[config.mk]
export PLATFORM = sky130hd
export DESIGN_NAME = xcvr_chan_fabric_if
export DESIGN_NICKNAME = d
export VERILOG_FILES = /design/src/verilog/xcvr_chan_pkg.sv /design/src/verilog/sync_fifo.sv /design/src/verilog/xcvr_chan_fabric_if.sv
export SDC_FILE = /design/constraint.sdc
export NUM_CORES = 1
export LEC_CHECK = 0
export ABC_AREA = 1
export BUFFER_PORTS_ARGS = -buffer_cell sky130_fd_sc_hd__buf_2
export CAP_MARGIN = 20
export CORE_ASPECT_RATIO = 1.4
export CORE_MARGIN = 4
export CORE_UTILIZATION = 25
export CTS_CLUSTER_DIAMETER = 200
export CTS_CLUSTER_SIZE = 24
export DETAILED_ROUTE_END_ITERATION = 12
export GPL_ROUTABILITY_DRIVEN = 0
export GPL_TIMING_DRIVEN = 0
export PLACE_DENSITY = 0.44
export SLEW_MARGIN = 5
export SYNTH_ARGS = -nofsm -noshare
export SYNTH_HDL_FRONTEND = slang
export SYNTH_SLANG_ARGS = --single-unit
[constraint.sdc]
create_clock -name sys_clk -period 2.4 [get_ports sys_clk]
set_input_delay 0.48 -clock sys_clk [delete_from_list [all_inputs] [get_ports sys_clk]]
set_output_delay 0.48 -clock sys_clk [all_outputs]
set_load 0.02 [all_outputs]
[src/verilog/xcvr_chan_pkg.sv]
// shared constants and carrier types for the channel fabric interface
package xcvr_chan_pkg;
  localparam int SYM_W = 10;
  localparam int WIDE_W = 32;
  localparam int HALF_W = 16;
  localparam int FIFO_DEPTH = 16;
  localparam int ADDR_W = 6;
  localparam int MODE_W = 3;
  localparam int CHAN_W = 2;
  localparam int NUM_CHAN = 4;
  // bit positions inside each 16-bit half of the wide receive word
  localparam int POS_DATA = 0;
  localparam int POS_SYNC = 10;
  localparam int POS_DISPERR = 11;
  localparam int POS_PATDET = 12;
  localparam int POS_RMDEL = 13;
  localparam int POS_RMINS = 14;
  localparam int POS_RDISP = 15;
  localparam logic [MODE_W-1:0] MODE_CHAN_IF = 3'h1;
  localparam logic [ADDR_W-1:0] ADDR_RESET = 6'h00;
  localparam logic [ADDR_W-1:0] ADDR_LAST = 6'h3f;

  typedef struct packed {
    logic [SYM_W-1:0] data;
    logic sync;
    logic dispErr;
    logic patDet;
    logic rmDel;
    logic rmIns;
    logic runDisp;
  } sym_type;

  typedef struct packed {
    sym_type hi;
    sym_type lo;
  } sym_pair_type;

  typedef enum logic [1:0] {
    RX_CLK_SHARED_TX,
    RX_CLK_OWN_TX,
    RX_CLK_OWN_RX
  } rx_clk_sel_type;

  typedef enum logic {
    TX_CLK_SHARED,
    TX_CLK_OWN
  } tx_clk_sel_type;
endpackage

[src/verilog/sync_fifo.sv]
// parameterised synchronous fifo with valid/ready on both sides
`timescale 1ns/1ps
module sync_fifo #(
  parameter int WIDTH = 32,
  parameter int DEPTH = 16
) (
  // clock and reset
  input wire logic sys_clk,
  input wire logic rst,
  // fill side
  input wire logic inValid,
  output logic inReady,
  input wire logic [WIDTH-1:0] inData,
  // drain side
  output logic outValid,
  input wire logic outReady,
  output logic [WIDTH-1:0] outData
);
  localparam int AW = $clog2(DEPTH);
  logic [WIDTH-1:0] mem [DEPTH];
  logic [AW-1:0] wrPtr_r;
  logic [AW-1:0] rdPtr_r;
  logic [AW:0] count_r;
  logic [AW:0] countNxt;
  logic doWr;
  logic doRd;

  // ready is registered from the next count, so it never lags a fill
  assign countNxt = count_r + (AW+1)'(doWr) - (AW+1)'(doRd);
  assign outValid = (count_r != '0);
  assign outData = mem[rdPtr_r];
  assign doWr = inValid && inReady;
  assign doRd = outValid && outReady;

  always_ff @(posedge sys_clk) begin
    if (doWr) begin
      mem[wrPtr_r] <= inData;
    end
  end

  always_ff @(posedge sys_clk or posedge rst) begin
    if (rst) begin
      wrPtr_r <= '0;
      rdPtr_r <= '0;
      count_r <= '0;
      inReady <= 1'b1;
    end else begin
      if (doWr) begin
        wrPtr_r <= wrPtr_r + 1'b1;
      end
      if (doRd) begin
        rdPtr_r <= rdPtr_r + 1'b1;
      end
      count_r <= countNxt;
      inReady <= (countNxt != (AW+1)'(DEPTH));
    end
  end
endmodule

[src/verilog/xcvr_chan_fabric_if.sv]
// receive word packing, rx half-rate divider, core clock selection and reconfig status
// Notes on behaviour
// RULE_01 - 20-bit mode: lower symbol in bits 9:0, upper in 25:16
// RULE_02 - sync status of lower/upper symbol on bits 10 and 26
// RULE_03 - disparity error of lower/upper symbol on bits 11 and 27
// RULE_04 - pattern detect of lower/upper symbol on bits 12 and 28
// RULE_05 - rate-match deletion on bits 13 and 29, except PIPE mode
// RULE_06 - rate-match insertion on bits 14 and 30, except PIPE mode
// RULE_07 - running disparity of lower/upper symbol on bits 15 and 31
// RULE_08 - receiver has local divide-by-two giving half data rate
// RULE_09 - divider applies to receive path only; transmit rate unchanged
// RULE_10 - controller inputs: channel address, address reset, reset, mode, write-all
// RULE_11 - outputs address valid, 6-bit address, reconfig done and busy
// RULE_12 - tx fifo written by looped tx clock or fabric clock, fabric wins
// RULE_13 - shared tx clocking: channel 0 tx clock writes all tx fifos
// RULE_14 - per-channel tx clocking: own tx clock writes own tx fifo
// RULE_15 - rx fifo read by looped rx clock or fabric clock, fabric wins
// RULE_16 - shared rx option: channel 0 tx clock reads all rx fifos
// RULE_17 - own-tx rx option: own tx clock reads own rx fifo
// RULE_18 - own-rx rx option: own rx clock reads own rx fifo
// RULE_19 - fabric samples packed word in the rx fifo read domain
`timescale 1ns/1ps
module xcvr_chan_fabric_if
  import xcvr_chan_pkg::*;
(
  // clock and reset
  input wire logic sys_clk,
  input wire logic rst,
  // received symbol pair from the pcs
  input wire logic symValid,
  output logic symReady,
  input wire sym_pair_type symPair,
  input wire logic pipeMode,
  // wide receive word to fabric
  output logic [WIDE_W-1:0] rxWide,
  output logic rxWideValid,
  input wire logic rxWideReady,
  // rate control
  input wire logic rxHalfRate,
  input wire logic rxSerEn,
  output logic rxSymEn,
  output logic txSymEn,
  // core clock selection, per channel enables
  input wire tx_clk_sel_type txClkSel,
  input wire rx_clk_sel_type rxClkSel,
  input wire logic txCoreClkUse,
  input wire logic rxCoreClkUse,
  input wire logic [NUM_CHAN-1:0] txClkOut,
  input wire logic [NUM_CHAN-1:0] rxClkOut,
  input wire logic [NUM_CHAN-1:0] txCoreClk,
  input wire logic [NUM_CHAN-1:0] rxCoreClk,
  output logic [NUM_CHAN-1:0] txFifoWrClk,
  output logic [NUM_CHAN-1:0] rxFifoRdClk,
  // reconfiguration controller
  input wire logic [CHAN_W-1:0] logicalChanAddr,
  input wire logic resetReconfigAddr,
  input wire logic reconfigReset,
  input wire logic [MODE_W-1:0] reconfigModeSel,
  input wire logic writeAll,
  output logic reconfigAddrEn,
  output logic [ADDR_W-1:0] reconfigAddrOut,
  output logic channelReconfigDone,
  output logic busy,
  output logic [CHAN_W-1:0] activeChan
);
  logic fifoInReady;
  logic fifoOutValid;
  logic [WIDE_W-1:0] fifoOutData;
  logic [WIDE_W-1:0] packed_w;
  logic divPhase_r;
  logic busy_r;
  logic [ADDR_W-1:0] addr_r;

  // maps one symbol with status bits onto a 16-bit half
  function automatic logic [HALF_W-1:0] packHalf(input sym_type s, input logic pipe);
    logic [HALF_W-1:0] h;
    h = '0;
    h[POS_DATA +: SYM_W] = s.data;
    // RULE_02 sync status bit
    h[POS_SYNC] = s.sync;
    // RULE_03 disparity error bit
    h[POS_DISPERR] = s.dispErr;
    // RULE_04 pattern detect bit
    h[POS_PATDET] = s.patDet;
    // pipe mode forces the rate-match deletion and insertion bits to zero
    h[POS_RMDEL] = pipe ? 1'b0 : s.rmDel;
    h[POS_RMINS] = pipe ? 1'b0 : s.rmIns;
    // RULE_07 running disparity bit
    h[POS_RDISP] = s.runDisp;
    return h;
  endfunction

  // RULE_01 placement of both symbols
  // RULE_05 deletion flags gated by mode
  // RULE_06 insertion flags gated by mode
  assign packed_w = {packHalf(symPair.hi, pipeMode), packHalf(symPair.lo, pipeMode)};
  assign symReady = fifoInReady;

  // buffering absorbs fabric stalls; full back-pressures the pcs
  sync_fifo #(.WIDTH(WIDE_W), .DEPTH(FIFO_DEPTH)) u_fifo (
    .sys_clk(sys_clk),
    .rst(rst),
    .inValid(symValid),
    .inReady(fifoInReady),
    .inData(packed_w),
    .outValid(fifoOutValid),
    .outReady(!rxWideValid || rxWideReady),
    .outData(fifoOutData)
  );

  // RULE_19 output register in read domain
  always_ff @(posedge sys_clk or posedge rst) begin
    if (rst) begin
      rxWide <= '0;
      rxWideValid <= 1'b0;
    end else if (!rxWideValid || rxWideReady) begin
      rxWideValid <= fifoOutValid;
      if (fifoOutValid) begin
        rxWide <= fifoOutData;
      end
    end
  end

  // RULE_08 receive divide-by-two stage
  always_ff @(posedge sys_clk or posedge rst) begin
    if (rst) begin
      divPhase_r <= 1'b0;
      rxSymEn <= 1'b0;
    end else if (rxSerEn) begin
      divPhase_r <= rxHalfRate ? !divPhase_r : 1'b0;
      rxSymEn <= !rxHalfRate || divPhase_r;
    end else begin
      rxSymEn <= 1'b0;
    end
  end

  // RULE_09 transmit rate ignores the divider
  always_ff @(posedge sys_clk or posedge rst) begin
    if (rst) begin
      txSymEn <= 1'b0;
    end else begin
      txSymEn <= rxSerEn;
    end
  end

  // clock selections are registered as per-channel enables
  always_ff @(posedge sys_clk or posedge rst) begin
    if (rst) begin
      txFifoWrClk <= '0;
      rxFifoRdClk <= '0;
    end else begin
      for (int i = 0; i < NUM_CHAN; i++) begin
        // RULE_12 fabric tx clock overrides
        if (txCoreClkUse) begin
          txFifoWrClk[i] <= txCoreClk[i];
        // RULE_13 channel 0 shared
        end else if (txClkSel == TX_CLK_SHARED) begin
          txFifoWrClk[i] <= txClkOut[0];
        // RULE_14 own tx clock
        end else begin
          txFifoWrClk[i] <= txClkOut[i];
        end
        // RULE_15 fabric rx clock overrides
        if (rxCoreClkUse) begin
          rxFifoRdClk[i] <= rxCoreClk[i];
        end else begin
          unique case (rxClkSel)
            // RULE_16 channel 0 tx clock shared
            RX_CLK_SHARED_TX: rxFifoRdClk[i] <= txClkOut[0];
            // RULE_17 own tx clock
            RX_CLK_OWN_TX: rxFifoRdClk[i] <= txClkOut[i];
            // RULE_18 own rx clock
            RX_CLK_OWN_RX: rxFifoRdClk[i] <= rxClkOut[i];
            default: rxFifoRdClk[i] <= rxClkOut[i];
          endcase
        end
      end
    end
  end

  // RULE_10 control inputs start a channel write
  // RULE_11 address walk with busy and done
  always_ff @(posedge sys_clk or posedge rst) begin
    if (rst) begin
      busy_r <= 1'b0;
      addr_r <= ADDR_RESET;
      busy <= 1'b0;
      reconfigAddrEn <= 1'b0;
      reconfigAddrOut <= ADDR_RESET;
      channelReconfigDone <= 1'b0;
      activeChan <= '0;
    end else if (reconfigReset) begin
      busy_r <= 1'b0;
      addr_r <= ADDR_RESET;
      busy <= 1'b0;
      reconfigAddrEn <= 1'b0;
      reconfigAddrOut <= ADDR_RESET;
      channelReconfigDone <= 1'b0;
    end else begin
      channelReconfigDone <= 1'b0;
      reconfigAddrEn <= 1'b0;
      if (resetReconfigAddr && !busy_r) begin
        addr_r <= ADDR_RESET;
        reconfigAddrOut <= ADDR_RESET;
      end else if (!busy_r && writeAll && reconfigModeSel == MODE_CHAN_IF) begin
        busy_r <= 1'b1;
        busy <= 1'b1;
        activeChan <= logicalChanAddr;
      end else if (busy_r) begin
        reconfigAddrEn <= 1'b1;
        reconfigAddrOut <= addr_r;
        if (addr_r == ADDR_LAST) begin
          busy_r <= 1'b0;
          busy <= 1'b0;
          channelReconfigDone <= 1'b1;
          addr_r <= ADDR_RESET;
        end else begin
          addr_r <= addr_r + 1'b1;
        end
      end
    end
  end

  chk_tx_shared: assert property (@(posedge sys_clk) disable iff (rst) // RULE_13
    (!txCoreClkUse && txClkSel == TX_CLK_SHARED)
    |=> txFifoWrClk == {NUM_CHAN{$past(txClkOut[0])}})
    else $error("tx shared clock");
  chk_tx_own: assert property (@(posedge sys_clk) disable iff (rst) // RULE_14
    (!txCoreClkUse && txClkSel == TX_CLK_OWN) |=> txFifoWrClk == $past(txClkOut))
    else $error("tx own clock");
  chk_rx_own_tx: assert property (@(posedge sys_clk) disable iff (rst) // RULE_17
    (!rxCoreClkUse && rxClkSel == RX_CLK_OWN_TX) |=> rxFifoRdClk == $past(txClkOut))
    else $error("rx own tx clock");
  chk_rx_own_rx: assert property (@(posedge sys_clk) disable iff (rst) // RULE_18
    (!rxCoreClkUse && rxClkSel == RX_CLK_OWN_RX) |=> rxFifoRdClk == $past(rxClkOut))
    else $error("rx own rx clock");
  // RULE_01 packed data matches inputs
  chk_data_pack: assert property (@(posedge sys_clk) disable iff (rst) // RULE_01
    packed_w[25:16] == symPair.hi.data && packed_w[9:0] == symPair.lo.data)
    else $error("data placement wrong");
  chk_status_pack: assert property (@(posedge sys_clk) disable iff (rst) // RULE_02
    packed_w[10] == symPair.lo.sync && packed_w[26] == symPair.hi.sync
    && packed_w[11] == symPair.lo.dispErr && packed_w[27] == symPair.hi.dispErr // RULE_03
    && packed_w[12] == symPair.lo.patDet && packed_w[28] == symPair.hi.patDet // RULE_04
    && packed_w[15] == symPair.lo.runDisp && packed_w[31] == symPair.hi.runDisp) // RULE_07
    else $error("status placement wrong");
  chk_rm_pipe: assert property (@(posedge sys_clk) disable iff (rst) // RULE_05
    pipeMode |-> (packed_w[14:13] == 2'b00 && packed_w[30:29] == 2'b00)) // RULE_06
    else $error("rate match flags in pipe mode");
  chk_half_rate: assert property (@(posedge sys_clk) disable iff (rst) // RULE_08
    (rxHalfRate && rxSerEn && rxSymEn) |=> !rxSymEn)
    else $error("half rate enable twice in a row");
  chk_tx_rate: assert property (@(posedge sys_clk) disable iff (rst) // RULE_09
    txSymEn == $past(rxSerEn)) else $error("tx rate affected");
  chk_done_idle: assert property (@(posedge sys_clk) disable iff (rst) // RULE_11
    channelReconfigDone |-> !busy && $past(busy)) else $error("done without busy");
  chk_tx_core: assert property (@(posedge sys_clk) disable iff (rst) // RULE_12
    txCoreClkUse |=> txFifoWrClk == $past(txCoreClk)) else $error("tx core clock");
  chk_rx_core: assert property (@(posedge sys_clk) disable iff (rst) // RULE_15
    rxCoreClkUse |=> rxFifoRdClk == $past(rxCoreClk)) else $error("rx core clock");
  chk_rx_shared: assert property (@(posedge sys_clk) disable iff (rst) // RULE_16
    (!rxCoreClkUse && rxClkSel == RX_CLK_SHARED_TX)
    |=> rxFifoRdClk == {NUM_CHAN{$past(txClkOut[0])}})
    else $error("rx shared clock");

  cov_half: cover property (@(posedge sys_clk) rxHalfRate && rxSymEn);
  cov_done: cover property (@(posedge sys_clk) channelReconfigDone);
  cov_full: cover property (@(posedge sys_clk) !fifoInReady);
  cov_pipe: cover property (@(posedge sys_clk) pipeMode && symValid && symReady);
  cov_abort: cover property (@(posedge sys_clk) busy && reconfigReset);
endmodule

==> results of run 1 <==
critical path, stage by stage (launching register included):
cell and delay [ps]:
dfrtp_1 400, inv_2 80, ha_4 140, nand3_4 80
nand2_8 120, inv_16 40, ha_4 200, inv_2 60
ha_4 120, inv_2 30, fa_2 350, inv_2 60
a21oi_2 40, nor2_1 100, nor2_1 60, xor2_1 150
buf_4 140
kinds of logic after synthesis:
group / Yosys count / share of synthesized area (%)
fa+ha+maj: 13 / 0.716
simple gates: 1225 / 21.4
flops: 588 / 72.7
xor+xnor: 10 / 0.369
buf+inv: 150 / 3.57
compound gates: 54 / 1.23
cells in the final DEF, fill, tap and decap left out, types with 9 or more instances in the layout:
cell / netlist / routed
clkbuf_16: 0 / 28
edfxtp_1: 512 / 512
inv_1: 34 / 28
nor2_1: 39 / 22
ha_1: 12 / 9
buf_4: 18 / 37
dfrtp_1: 75 / 75
nand3_1: 367 / 366
buf_12: 1 / 25
a21oi_1: 33 / 32
xor2_1: 9 / 9
nor2_4: 1 / 17
o21ai_0: 12 / 12
clkbuf_1: 11 / 33
nand2_1: 810 / 809
buf_6: 17 / 17
buf_2: 54 / 175
worst paths after layout:
kind | startpoint | end | slack (ps) | depth (start not counted)
setup / recovery | u_fifo.count_r[2]$_DFF_PP0_ | u_fifo.count_r[4]$_DFF_PP0_ | 120 | 16
hold / removal | txCoreClk[3] | txFifoWrClk[3]$_DFF_PP0_ | 80 | 3
setup reg to reg | u_fifo.count_r[2]$_DFF_PP0_ | u_fifo.count_r[4]$_DFF_PP0_ | 120 | 16
hold reg to reg | rxWide[21]$_DFFE_PP0P_ | rxWide[21]$_DFFE_PP0P_ | 480 | 2
max in group asynchronous | rst | reconfigAddrEn$_DFF_PP0_ | 1290 | 4
min in group asynchronous | rst | rxWide[27]$_DFFE_PP0P_ | 490 | 3
state kept, by name, indices dropped and copies added, names as in the netlist, 2 cells and up:
register	count
activeChan	2
addr_r	6
reconfigAddrOut	6
rxFifoRdClk	4
rxWide	32
txFifoWrClk	4
u_fifo.count_r	5
u_fifo.mem	512
u_fifo.rdPtr_r	4
u_fifo.wrPtr_r	4
through the flow:
stage / hold WS [ps] / cells / area (um2) / TNS, ps
global route: 44.2 / 3477 / 27700 / -153
CTS: 36.8 / 3464 / 27500 / -2.98
finish: 81.7 / 3478 / 27700 / 0
floorplan: 477 / 2040 / 23800 / -96970
detailed placement: 461 / 3399 / 26500 / -7000
global placement: 458 / 3377 / 25900 / -940950
final cells by class:
type,instances,area (um2),area share (%)
Clock buffer,50,783,2.83
Tap cell,1215,1520,5.50
Sequential cell,588,17300,62.5
Clock inverter,2,46.3,0.167
Multi-Input combinational cell,1302,5830,21.1
Timing Repair Buffer,170,1340,4.83
Inverter,41,179,0.647
Antenna cell,2,5.00,0.0181
Buffer,108,683,2.47
per-layer routing:
metal / wire (um) / GRT usage [%] / part of all wire, % / up-vias
met2: 39300 / 26.7 / 52 / 451
met5: 47 / 0 / 0.062 / -
met4: 2030 / 3.61 / 2.7 / 6
met3: 3910 / 1.74 / 5.2 / 82
li1: - / - / - / 7405
met1: 30500 / 18.5 / 40 / 7935
synthesized netlist by cell type:
cell type	instances	share of area, %
nand2_1	810	13
ha_1	12	0.63
fa_1	1	0.084
nand2_2	2	0.053
clkinv_1	1	0.016
nand3_1	367	7.7
inv_2	4	0.063
nor3_1	3	0.063
a21boi_0	1	0.032
a32o_1	2	0.084
nor3b_1	2	0.063
inv_1	34	0.54
a31oi_1	4	0.11
buf_12	1	0.084
o21ai_0	12	0.25
inv_4	2	0.053
dfstp_2	1	0.11
edfxtp_1	512	65
clkbuf_1	11	0.17
buf_2	54	1.1
a21oi_1	33	0.70
buf_6	17	0.81
nand4_1	1	0.026
buf_4	18	0.57
xnor2_1	1	0.037
o211ai_1	1	0.032
a211oi_1	1	0.032
nor2_4	1	0.047
dfrtp_1	75	7.9
nor2_1	39	0.62
xor2_1	9	0.33
buf_1	8	0.13
power groups by stage:
stage / combinational, mW / sequential (mW) / clock (mW)
after global routing: 14.6 / 13.0 / 6.10
after CTS: 13.5 / 12.8 / 5.76
after detailed placement: 13.2 / 13.1 / 0
final: 13.4 / 12.8 / 5.58
after global placement: 12.8 / 13.1 / 0
after floorplan: 7.31 / 13.4 / 0
repair_timing:
action,in CTS,in global routing
pin swaps,9,9
hold endpoints to repair,21,0
setup endpoints to repair,68,12
gates resized for setup,14,7
hold buffers,2,0
buffers inserted,12,9
==> impl_metrics.json, run 1 <==
{
  "drive_above_1_share_pct": 14.5,
  "syn_avg_cell_area_um2": 11.6,
  "vdd_drop_max_mv": 0.804,
  "grt_first_pass_wirelength_um": 109000,
  "synth-seq-cells": 588,
  "first_pass_iters": 6,
  "start_util_pct": 25.2,
  "wl_per_cell_um": 21.8,
  "area_growth_pct": 16.4,
  "grt_use_total_pct": 14.7,
  "overflow": 0,
  "ioPinCount": 123,
  "synthesis.nets": 2121,
  "hold_viol": 0,
  "setup_violations": 0,
  "pwr_density_cell_nw_per_um2": 1150,
  "cts-root-buf": "clkbuf_16",
  "netlist_instances": 2040,
  "wirelength_um": 75800,
  "post-place-ws_ps": -899,
  "ys_seq_area_share_pct": 72.7,
  "p_clk_share_pct": 17.5,
  "vias_per_cell": 4.57,
  "htreeDepth": 1,
  "swShare_pct": 41.5,
  "dieHeight_um": 373,
  "max_cap_violations": 0,
  "outcome": "completed",
  "rsz0062_at_grt": "yes",
  "cts_buffers": 28,
  "ys_types": 32,
  "vias": 15900,
  "crit_type": "reg2reg",
  "grt_start_max_net_pins": 38,
  "drc": 0,
  "p_leak_nw": 10.5,
  "finalCritPeriodShare_pct": 95.1,
  "critPathRequiredTime_ps": 2910,
  "p_seq_share_pct": 40.3,
  "max_freq_mhz": 438,
  "rows": 133,
  "comb_power_share_pct": 42.1,
  "ys_warn_count": 0,
  "die_w_um": 269,
  "cts.sinks": 588,
  "ant_nets": 0,
  "worst_pin_slew_ps": 1120,
  "finClkSkew_ps": 47.5,
  "dieArea_um2": 100000,
  "clockBufferDepth": 3,
  "worst_slack_ps": 119,
  "cp_data_arrival_time_ps": 2790,
  "drv_slew": 0,
  "drt_iter0_markers": 1343,
  "final.fill_count": 9668,
  "relSlewSlack_pct": 25.1,
  "clk_pin_slew_worst_paths_ps": 100,
  "core_um2": 94200,
  "p_total_mw": 31.8,
  "setup.worst_path.end_class": "flop",
  "grt_pass1_vias": 15600,
  "synth_area_um2": 23800,
  "placement.io_buffers": 122,
  "start_kind": "flop",
  "nets": 2320,
  "min_path_type": "in2reg",
  "final_core_util_pct": 29.4,
  "place.detailed.hpwl_um": 51000,
  "cts_tree": "done",
  "power.internal_mw": 18.6,
  "min_period_ps": 2280,
  "clock_latency_ps": 640,
  "worstPathMaxFanout": 2,
  "p_switching_mw": 13.2,
  "antenna_found_initial": 7
}
(Power assumes the default switching activity.)
==> run 2: changes to the inputs <==
SETUP_SLACK_MARGIN = 0.5   (was unset)
==> impl_metrics.json, run 2 (synthesis gave the netlist of run 1 again) <==
{
  "cp-endpoint": "u_fifo.inReady$_DFF_PP1_",
  "die_w_um": 269,
  "vias": 15700,
  "p_total_mw": 32.2,
  "start_util_pct": 25.2,
  "hold_slack_ps": 82.8,
  "antenna_found_initial": 3,
  "max_freq_mhz": 425,
  "top_register": "u_fifo.mem",
  "startpoint": "u_fifo.count_r[3]$_DFF_PP0_",
  "stdcell_area_um2": 28100,
  "r2r-end": "u_fifo.inReady$_DFF_PP1_",
  "min_path_type": "in2reg",
  "drv_slew": 0,
  "cp_slowest_stage_delay_ps": 410,
  "crit_type": "reg2reg",
  "vdd_drop_max_mv": 0.565,
  "hold_depth": 2,
  "finClkSkew_ps": 29.6,
  "fin_cells": 3508,
  "min-delay-start": "rxHalfRate",
  "worst_pin_slew_ps": 1100,
  "final_core_util_pct": 29.8,
  "dieHeight_um": 373,
  "cp_cell_sequence": "inv_2, ha_4, nand3_4, nand2_8, inv_8, buf_12, ha_4, inv_2, ha_4, inv_2, fa_2, inv_2, a21oi_2, nor2_1, nor2_1, xor2_1, nand3_1",
  "setup_tns_ps": 0,
  "relSlewSlack_pct": 26.1,
  "core_um2": 94200,
  "place.detailed.hpwl_um": 50400,
  "crit_family": "adder cells",
  "grt_pass1_vias": 15600,
  "min_period_ps": 2350,
  "cts-root-buf": "clkbuf_16",
  "placement.io_buffers": 122,
  "cp_slowest_cell": "dfrtp_1",
  "grt_use_total_pct": 14.8,
  "worstPathMaxFanout": 2,
  "cts_buffers": 28,
  "start_kind": "flop",
  "final_common_cell": "nand2_1",
  "post-place-ws_ps": -310,
  "dp.cells": 3398,
  "ioPinCount": 123,
  "critPathRequiredTime_ps": 2940,
  "max_cap_violations": 0,
  "clk_pin_slew_worst_paths_ps": 110,
  "reg_top3": "u_fifo.mem (512), rxWide (32)",
  "finalCritPeriodShare_pct": 98.0,
  "outcome": "completed",
  "largest_register_ffs": 512,
  "pwr_density_cell_nw_per_um2": 1140,
  "nets": 2352,
  "hold_viol": 0,
  "drc": 0,
  "layout_common_cells": "nand2_1, edfxtp_1, nand3_1, buf_2, dfrtp_1",
  "rr_worst_depth": 17,
  "rows": 133,
  "area_growth_pct": 18.3,
  "r2r_slack_ps": 50,
  "worst_slack_ps": 48.3,
  "ant_nets": 0,
  "dieArea_um2": 100000,
  "drive_above_1_share_pct": 16.9,
  "grt_first_pass_wirelength_um": 109000,
  "critPathMostFrequentCell": "inv_2",
  "overflow": 0,
  "clockBufferDepth": 3,
  "clock_latency_ps": 620,
  "placed_cell_area_um2": 26500,
  "grt_start_max_net_pins": 34,
  "setup.worst_path.end_class": "flop",
  "cp_data_arrival_time_ps": 2890,
  "rr_startpoint": "u_fifo.count_r[3]$_DFF_PP0_",
  "worstSetupPathDepth": 17,
  "p_leak_nw": 10.8,
  "vias_per_cell": 4.49,
  "setup_violations": 0,
  "cts.sinks": 588,
  "wirelength_um": 76700,
  "rsz0062_at_grt": "yes",
  "drt_iter0_markers": 1268,
  "htreeDepth": 1,
  "cts_tree": "done",
  "cp_num_buf_inv": 6,
  "wl_per_cell_um": 21.9,
  "first_pass_iters": 5
}
==> run 2: worst min path at each step <==
stage / to / slack (ps)
6_report: rxSymEn$_DFF_PP0_ / 80
5_1_grt: rxSymEn$_DFF_PP0_ / 60
4_1_cts: rxSymEn$_DFF_PP0_ / 30
3_5_place_dp: activeChan[0]$_DFFE_PP0P_ / 460
3_3_place_gp: activeChan[1]$_DFFE_PP0P_ / 450
2_1_floorplan: divPhase_r$_DFFE_PP0P_ / 480
==> run 2: report_power, final <==
part           internal, mW  total, mW  switching [mW]
logic                  4.25       13.8            9.59
registers              12.4       12.8           0.392
clock network          2.25       5.52            3.27
==> run 2: layout make-up <==
| type | count | area [um2] |
|---|---|---|
| flip-flops and latches | 588 | 17300 |
| clock buffers | 49 | 779 |
| well taps | 1215 | 1520 |
| clock inverters | 2 | 32.5 |
| diodes | 1 | 2.50 |
| plain buffers | 109 | 817 |
| fillers | 9636 | 66100 |
| inverters | 41 | 175 |
| repair buffers | 201 | 1630 |
| multi-input cells | 1302 | 5880 |
==> run 2: layer usage <==
| layer | wire [um] | part of all wire, % | up-vias | global-route usage [%] |
|---|---|---|---|---|
| met5 | 13 | 0.017 | - | 0 |
| met2 | 40400 | 53 | 400 | 27.5 |
| met3 | 3650 | 4.8 | 68 | 1.77 |
| met4 | 1820 | 2.4 | 2 | 3.46 |
| met1 | 30800 | 40 | 7811 | 18.3 |
| li1 | - | - | 7456 | - |
==> run 2: repair_timing <==
item                                    4_1_cts  5_1_grt
endpoints found under the setup margin      550      102
pin swaps                                    22       12
buffers inserted                             47        5
endpoints found under the hold margin        17        0
gates cloned                                  1        2
hold buffers                                  2        0
gates resized for setup                      46       42
